`config.mk`:
```
export PLATFORM = sky130hd
export DESIGN_NAME = plate_motion_monitor
export DESIGN_NICKNAME = d
export VERILOG_FILES = /design/src/logic/plate_fault_pkg.sv /design/src/logic/plate_motion_monitor.sv
export SDC_FILE = /design/constraint.sdc
export NUM_CORES = 1
export LEC_CHECK = 0
export BUFFER_PORTS_ARGS = -buffer_cell sky130_fd_sc_hd__buf_4
export CAP_MARGIN = 40
export CORE_MARGIN = 4
export CORE_UTILIZATION = 35
export CTS_CLUSTER_SIZE = 8
export DETAILED_ROUTE_END_ITERATION = 7
export SKIP_LAST_GASP = 1
export SYNTH_ARGS = -nofsm -noshare
export SYNTH_HDL_FRONTEND = slang
export SYNTH_SLANG_ARGS = --single-unit
export TNS_END_PERCENT = 30
```
`constraint.sdc`:
```
create_clock -name ref_clk -period 2.8 [get_ports ref_clk]
set_input_delay 0.42 -clock ref_clk [delete_from_list [all_inputs] [get_ports ref_clk]]
set_output_delay 0.42 -clock ref_clk [all_outputs]
set_load 0.01 [all_outputs]
```
`src/logic/plate_fault_pkg.sv`:
```
// Package: constants and types for the plate motion fault monitor
package plate_fault_pkg;

   // ------------------------------------------------------------
   // Timing
   // ------------------------------------------------------------
   localparam int CLK_HZ = 20_000_000;
   localparam int REACH_TIME_MS = 300;
   localparam int LEAVE_TIME_MS = 80;
   localparam int REACH_CYCLES = CLK_HZ / 1000 * REACH_TIME_MS;
   localparam int LEAVE_CYCLES = CLK_HZ / 1000 * LEAVE_TIME_MS;
   localparam int TMR_W = 24;
   localparam int CNT_W = 16;

   // ------------------------------------------------------------
   // Fault code and reset values
   // ------------------------------------------------------------
   localparam logic [7:0] CODE_MAJOR = 8'h42;
   localparam logic [7:0] CODE_MID = 8'h0C;
   localparam logic [7:0] CODE_MINOR = 8'h2D;
   localparam logic [23:0] CODE_NONE = 24'h000000;

   // ------------------------------------------------------------
   // Types
   // ------------------------------------------------------------
   typedef enum logic [1:0] {
      ST_IDLE = 2'b00,
      ST_DRIVE = 2'b01,
      ST_FAULT = 2'b10
   } mon_state_e;

   typedef struct packed {
      logic home;
      logic lead;
      logic pulse;
   } sensors_s;

   typedef struct packed {
      mon_state_e st;
      sensors_s s1;
      sensors_s s2;
      logic pulse_prev;
      logic [TMR_W-1:0] timer;
      logic [CNT_W-1:0] pulses;
      logic home_on;
      logic home_off;
      logic lead_on;
      logic lead_off;
      logic fault;
      logic [2:0] cause;
   } mon_s;

endpackage : plate_fault_pkg

```
`src/logic/plate_motion_monitor.sv`:
```
// Module: plate motion fault monitor
//
// Contract
// - Fault if home sensor not active after 0.3 s of drive.
// - Fault if home sensor not inactive after 80 ms of drive.
// - Fault if lead-edge sensor not inactive after 80 ms of drive.
// - Fault if lead-edge sensor not active after 0.3 s of drive.
// - Count motor pulses per drive; fault when count below expected.
// - All failures share one readable fault code.
// - Fault stays latched until rstn goes low.
`timescale 1ns/1ps
module plate_motion_monitor #(
   parameter int REACH_CYC = plate_fault_pkg::REACH_CYCLES,
   parameter int LEAVE_CYC = plate_fault_pkg::LEAVE_CYCLES
) (
   input wire logic ref_clk,
   input wire logic rstn,
   input wire logic plate_drive_motor,
   input wire logic plate_home_sensor,
   input wire logic plate_lead_edge_sensor,
   input wire logic plate_motor_pulse_sensor,
   input wire logic [15:0] expected_pulses,
   output logic plate_fault,
   output logic [23:0] fault_code,
   output logic [2:0] fault_cause
);

   // ------------------------------------------------------------
   // State
   // ------------------------------------------------------------
   plate_fault_pkg::mon_s q;
   plate_fault_pkg::mon_s d;
   logic [plate_fault_pkg::TMR_W-1:0] reach_lim;
   logic [plate_fault_pkg::TMR_W-1:0] leave_lim;
   logic short_count;
   logic in_drive;
   logic at_leave;
   logic at_reach;

   assign reach_lim = plate_fault_pkg::TMR_W'(REACH_CYC);
   assign leave_lim = plate_fault_pkg::TMR_W'(LEAVE_CYC);
   assign short_count = q.pulses < expected_pulses;

   // ------------------------------------------------------------
   // Deadline decode
   // ------------------------------------------------------------
   assign in_drive = q.st == plate_fault_pkg::ST_DRIVE;
   assign at_leave = in_drive && q.timer == leave_lim;
   assign at_reach = in_drive && q.timer == reach_lim;

   // ------------------------------------------------------------
   // Saturating counters
   // ------------------------------------------------------------
   function automatic logic [plate_fault_pkg::TMR_W-1:0] timer_next(
      input logic [plate_fault_pkg::TMR_W-1:0] v
   );
      timer_next = (v == '1) ? v : v + 1'b1;
   endfunction : timer_next

   function automatic logic [plate_fault_pkg::CNT_W-1:0] count_next(
      input logic [plate_fault_pkg::CNT_W-1:0] v
   );
      count_next = (v == '1) ? v : v + 1'b1;
   endfunction : count_next

   // ------------------------------------------------------------
   // Next state
   // ------------------------------------------------------------
   always_comb begin
      d = q;
      d.s1.home = plate_home_sensor;
      d.s1.lead = plate_lead_edge_sensor;
      d.s1.pulse = plate_motor_pulse_sensor;
      d.s2 = q.s1;
      d.pulse_prev = q.s2.pulse;
      case (q.st)
         plate_fault_pkg::ST_IDLE: begin
            d.timer = '0;
            d.pulses = '0;
            d.home_on = 1'b0;
            d.home_off = 1'b0;
            d.lead_on = 1'b0;
            d.lead_off = 1'b0;
            if (plate_drive_motor) begin
               d.st = plate_fault_pkg::ST_DRIVE;
            end
         end
         plate_fault_pkg::ST_DRIVE: begin
            d.timer = timer_next(q.timer);
            if (q.s2.pulse && !q.pulse_prev) begin
               d.pulses = count_next(q.pulses);
            end
            // Turning on counts only after the sensor was seen off
            if (q.s2.home && q.home_off) d.home_on = 1'b1;
            if (!q.s2.home) d.home_off = 1'b1;
            if (q.s2.lead && q.lead_off) d.lead_on = 1'b1;
            if (!q.s2.lead) d.lead_off = 1'b1;
            if (at_leave && !q.home_off && q.s2.home) begin
               d.fault = 1'b1;
               d.cause = 3'h2;
            end else if (at_leave && !q.lead_off && q.s2.lead) begin
               d.fault = 1'b1;
               d.cause = 3'h3;
            end else if (at_reach && !q.home_on && !q.s2.home) begin
               d.fault = 1'b1;
               d.cause = 3'h1;
            end else if (at_reach && !q.lead_on && !q.s2.lead) begin
               d.fault = 1'b1;
               d.cause = 3'h4;
            end else if (!plate_drive_motor && short_count) begin
               d.fault = 1'b1;
               d.cause = 3'h5;
            end
            if (d.fault) begin
               d.st = plate_fault_pkg::ST_FAULT;
            end else if (!plate_drive_motor) begin
               d.st = plate_fault_pkg::ST_IDLE;
            end
         end
         plate_fault_pkg::ST_FAULT: begin
            d.st = plate_fault_pkg::ST_FAULT;
         end
         default: begin
            d.st = plate_fault_pkg::ST_IDLE;
         end
      endcase
   end

   // ------------------------------------------------------------
   // Registers
   // ------------------------------------------------------------
   always_ff @(posedge ref_clk or negedge rstn) begin
      if (!rstn) begin
         q <= '0;
      end else begin
         q <= d;
      end
   end

   // ------------------------------------------------------------
   // Outputs
   // ------------------------------------------------------------
   assign plate_fault = q.fault;
   assign fault_cause = q.cause;
   assign fault_code = q.fault ? {plate_fault_pkg::CODE_MAJOR,
      plate_fault_pkg::CODE_MID, plate_fault_pkg::CODE_MINOR}
      : plate_fault_pkg::CODE_NONE;

   // ------------------------------------------------------------
   // Checks
   // ------------------------------------------------------------
   a_fault_sticky: assert property (
      @(posedge ref_clk) disable iff (!rstn)
      q.fault |=> q.fault)
      else $error("fault cleared");

   a_cause_kept: assert property (
      @(posedge ref_clk) disable iff (!rstn)
      q.fault |=> $stable(q.cause))
      else $error("fault cause changed");

   a_state_locked: assert property (
      @(posedge ref_clk) disable iff (!rstn)
      (q.st == plate_fault_pkg::ST_FAULT) |=>
      (q.st == plate_fault_pkg::ST_FAULT))
      else $error("fault state left");

   a_code_shared: assert property (
      @(posedge ref_clk) disable iff (!rstn)
      q.fault |-> fault_code == 24'h420C2D)
      else $error("bad code");

   a_code_clear: assert property (
      @(posedge ref_clk) disable iff (!rstn)
      !q.fault |-> fault_code == 24'h000000)
      else $error("code without fault");

   a_cause_known: assert property (
      @(posedge ref_clk) disable iff (!rstn)
      q.fault |-> (q.cause >= 3'h1 && q.cause <= 3'h5))
      else $error("unknown cause");

   a_home_leave: assert property (
      @(posedge ref_clk) disable iff (!rstn)
      (at_leave && !q.home_off && q.s2.home) |=>
      (q.fault && q.cause == 3'h2))
      else $error("home leave missed");

   a_lead_leave: assert property (
      @(posedge ref_clk) disable iff (!rstn)
      (at_leave && q.home_off && !q.lead_off && q.s2.lead) |=>
      (q.fault && q.cause == 3'h3))
      else $error("lead leave missed");

   a_home_reach: assert property (
      @(posedge ref_clk) disable iff (!rstn)
      (at_reach && !q.home_on && !q.s2.home) |=> q.fault)
      else $error("home reach missed");

   a_lead_reach: assert property (
      @(posedge ref_clk) disable iff (!rstn)
      (at_reach && !at_leave && q.home_on && !q.lead_on && !q.s2.lead)
      |=> (q.fault && q.cause == 3'h4))
      else $error("lead reach missed");

   a_pulse_short: assert property (
      @(posedge ref_clk) disable iff (!rstn)
      (in_drive && !plate_drive_motor && short_count) |=> q.fault)
      else $error("short count missed");

   a_pulse_count: assert property (
      @(posedge ref_clk) disable iff (!rstn)
      (in_drive && q.s2.pulse && !q.pulse_prev && q.pulses != '1) |=>
      (q.pulses == $past(q.pulses) + 1'b1))
      else $error("pulse not counted");

   a_idle_reset: assert property (
      @(posedge ref_clk) disable iff (!rstn)
      (q.st == plate_fault_pkg::ST_IDLE) |=>
      (q.timer == '0 && q.pulses == '0))
      else $error("timer not restarted");

   a_timer_runs: assert property (
      @(posedge ref_clk) disable iff (!rstn)
      (in_drive && q.timer != '1) |=>
      (q.timer == $past(q.timer) + 1'b1))
      else $error("timer stalled");

   a_new_drive: assert property (
      @(posedge ref_clk) disable iff (!rstn)
      (q.st == plate_fault_pkg::ST_IDLE && plate_drive_motor) |=>
      (in_drive && q.timer == '0 && q.pulses == '0))
      else $error("drive not started");

   a_drive_stop: assert property (
      @(posedge ref_clk) disable iff (!rstn)
      (in_drive && !plate_drive_motor && !short_count && !at_leave
       && !at_reach) |=> (q.st == plate_fault_pkg::ST_IDLE))
      else $error("drive not stopped");

endmodule : plate_motion_monitor

```
==> out/results.tsv <==
stage	metric	value	unit
power_and_ir_drop	pwr-share-seq	50.0	%
grt	grt_pass1_wl	13940	microns
grt	grt_usage	14.51	%
outcome	status	complete, no violations	
cts	h-tree-depth	3	
placement	portBuffers	33	
yosys	synthFlopType	dfrtp_1	
placement	dp_hpwl	6035	microns
power_and_ir_drop	clockPowerShare	45.7	%
cts	post_cts_resize_count	0	
critical_path	crit_path_end_kind	register	
sta	final-hold-violation-count	0	
cells_and_area	instances_no_fill	573	
grt	grt_overflow	0	
die	fp.dieH	110.0	microns
power_and_ir_drop	ir_drop	0.0001821	V
route	drtIter0Drc	147	
cts	cts.clk_slew.worst_paths	0.07	ns
yosys	yosysTopAreaCellShare	39.15	%
sta	drv_slew	0	
flow_run	maxCapViolations	0	
yosys	yosys_warnings	0	
route	ant_nets	0	
grt	antenna_found_initial	0	
critical_path	critPathMaxFanout	8	
sta	max_freq	0.4308	GHz
cts	postCtsHoldBufs	0	
yosys	synthArstFlopShare	100.0	%
cts	clk_latency	0.33	ns
route	wl_per_cell	14.64	microns
die	die_w	110.0	microns
placement	dp_slack	0.4481	ns
yosys	syn_avg_cell_area	8.843	sq um
power_and_ir_drop	p_int	1.309	mW
critical_path	cp.arrival	2.52	ns
cells_and_area	areaGrowthSynthToFinish	12.36	%
cts	numCtsBuffers	9	
grt	met1_usage	19.69	%
placement	dp_cells	558	
route	drcViolationCount	0	
route	viasPerCell	5.346	
sta	setup_violations	0	
yosys	synth_cell_types	52	
grt	grt_pass1_vias	2938	
cts	cts_tree	done	
power_and_ir_drop	power.leakage	1.861	nW
critical_path	startpoint_type	register	
sta	grt_setup_unrepaired	no	
power_and_ir_drop	combPwrFrac	4.3	%
cells_and_area	nets	476	
cts	cts_root_buffer	clkbuf_8	
cells_and_area	antenna_cells	0	
power_and_ir_drop	power.switching	0.3554	mW
yosys	synth_seq_cells	57	
sta	worst_slack	0.4790	ns
die	io_pins	50	
power_and_ir_drop	p_total	1.665	mW
grt	grt-busiest-layer	met2	
die	die_area	0.01211	sq mm
sta	min_period	2.321	ns
hold_path	min_path_type	input port to asynchronous set/reset pin	
grt	use_met2	23.74	%
route	vias	3063	
placement	gp_routability_congestion	0.8290	
critical_path	cp.required	3.00	ns
cts	clock_sinks	57	
grt	use_met3	2.097	%
route	drt_first_pass_iters	5	
cts	cts_setup_buffers	0	
cts	clk_path_buf_depth	2	
sta	fin_crit_sh	82.89	%
grt	grt_max_degree	58	
yosys	synthCells	412	
yosys	synth_edf_count	0	
sta	worst_pin_slew	0.9238	ns
critical_path	path_class	register to register	
yosys	synth.area.top_cells	dfrtp_1 39%, ha_1 6.2%, buf_4 5.6%	
sta	finalSetupTns	0	ns
die	start_util	36.60	%
sta	finalClockSkew	0.009840	ns
route	routed_wl	8390	microns
power_and_ir_drop	p_sw_share	21.35	%
cells_and_area	drive_gt1_share	13.41	%
cells_and_area	final_core_util	41.13	%
sta	slew_headroom	37.61	%
yosys	yosys.area.top_type	dfrtp_1	
yosys	syn_area	0.003643	sq mm
power_and_ir_drop	p_per_area	406.6	mW/mm^2
yosys	ys_seq_area_share	39.15	%
die	rows	36	
die	core	0.009955	sq mm
## power groups by stage
stage | clock, mW | combinational [mW] | sequential, mW
floorplan | 0 | 0.0459 | 0.846
global placement | 0 | 0.0717 | 0.847
detailed placement | 0 | 0.0740 | 0.847
CTS | 0.786 | 0.0742 | 0.832
global route | 0.824 | 0.0847 | 0.832
finish | 0.761 | 0.0719 | 0.832
## final cells by class
| type | count | area, sq um |
|---|---|---|
| fill | 989 | 5861 |
| multi-input combinational | 307 | 1934 |
| sequential | 57 | 1426 |
| timing repair buffer | 38 | 285.3 |
| tap | 133 | 166.4 |
| clock buffer | 12 | 155.1 |
| inverter | 23 | 86.33 |
| clock inverter | 3 | 40.04 |
## state kept, by name, indices dropped and copies added, names as in the netlist
| name | cells |
|---|---|
| q | 49 |
| plate_fault | 1 |
| d | 4 |
| fault_cause | 3 |
## synthesized netlist by cell type, types with 2 or more instances
| master | n |
|---|---|
| a211oi_1 | 6 |
| mux2i_1 | 9 |
| a31oi_1 | 5 |
| and4_1 | 4 |
| xnor2_1 | 9 |
| a21o_1 | 3 |
| clkbuf_1 | 12 |
| ha_1 | 18 |
| nand4b_1 | 2 |
| nor4_1 | 9 |
| or4_1 | 7 |
| dfrtp_1 | 57 |
| nand3_1 | 16 |
| o21ai_0 | 15 |
| a2111oi_0 | 2 |
| xor2_1 | 6 |
| o211ai_1 | 3 |
| a31o_2 | 2 |
| nand2_1 | 37 |
| nor3_1 | 10 |
| nor4b_1 | 2 |
| nor3b_1 | 5 |
| o21a_1 | 3 |
| and3_1 | 6 |
| a21oi_1 | 16 |
| o41ai_1 | 2 |
| nand4_1 | 16 |
| o31ai_1 | 5 |
| buf_4 | 27 |
| or3_1 | 4 |
| nor2_1 | 43 |
| nand2b_1 | 5 |
| nor2b_1 | 5 |
| inv_1 | 23 |
## routing by layer
| metal | vias to the layer above | wire length (microns) | share of wire, % |
|---|---|---|---|
| li1 | 1490 | - | - |
| met1 | 1472 | 4028 | 48 |
| met2 | 92 | 3827 | 46 |
| met3 | 9 | 431 | 5.1 |
| met4 | 0 | 102 | 1.2 |
| met5 | - | 0 | 0 |
## worst max-delay path, cell delays in order, from the launching register on
cell and delay, ns:
dfrtp_1 0.43, ha_1 0.22, nand2_1 0.19, or4_1 0.66, o21a_1 0.34, and3_1 0.24, mux2i_1 0.11
## cell families after synthesis
group | Yosys count | share of synthesized area, %
XOR/XNOR | 15 | 3.606
AO/OA/AOI/OAI | 69 | 12.71
AND/OR/NAND/NOR | 180 | 26.48
multiplexers | 9 | 2.473
adder cells (fa/ha/maj) | 18 | 6.181
other | 1 | 0.1029
flip-flops | 57 | 39.15
buffers and inverters | 63 | 9.306
## path summary, 6_finish.rpt
check | start | to | slack (ns) | cells past startpoint
worst min-delay path | rstn | q[12]$_DFFE_PN0P_ | 0.14 | 1
worst max register to register | q[24]$_DFFE_PN0P_ | q[28]$_DFFE_PN0P_ | 0.48 | 6
worst max-delay path | q[24]$_DFFE_PN0P_ | q[28]$_DFFE_PN0P_ | 0.48 | 6
worst min register to register | d[50]$_DFF_PN0_ | q[50]$_DFF_PN0_ | 0.35 | 0
min in group ref_clk | plate_motor_pulse_sensor | d[49]$_DFF_PN0_ | 0.20 | 1
max in group asynchronous | rstn | q[30]$_DFFE_PN0P_ | 2.15 | 1
## stage by stage
step           area [sq um]  hold slack [ns]
6_report               4094           0.1427
3_5_place_dp           3899           0.3379
2_1_floorplan          3700           0.1244
5_1_grt                4094           0.1840
4_1_cts                4094           0.1797
3_3_place_gp           3899           0.3335
## cells in the final DEF (no fill, tap or decap), drive strengths merged, types with 2 or more instances in the layout
cell type,synthesis,final
nor3,10,10
nand3,16,16
nand2,37,37
a211oi,6,6
a21oi,16,16
mux2i,9,9
nor2,43,43
clkbuf,12,12
nand4b,2,2
o21a,3,3
a31oi,5,5
ha,18,18
o41ai,3,3
dfrtp,57,57
and3,6,6
xnor2,9,9
nand2b,5,5
xor2,6,6
a31o,2,2
buf,28,38
nand4,17,17
and4,4,4
nor4b,2,2
nor2b,5,5
or3,5,5
inv,23,23
a21o,3,3
o21ai,15,15
or4,7,7
nor3b,5,5
a2111oi,2,2
conb,1,16
o211ai,3,3
clkinv,0,2
o31ai,5,5
nor4,9,9
or2,2,2
Power figures use the tool's default switching activity.
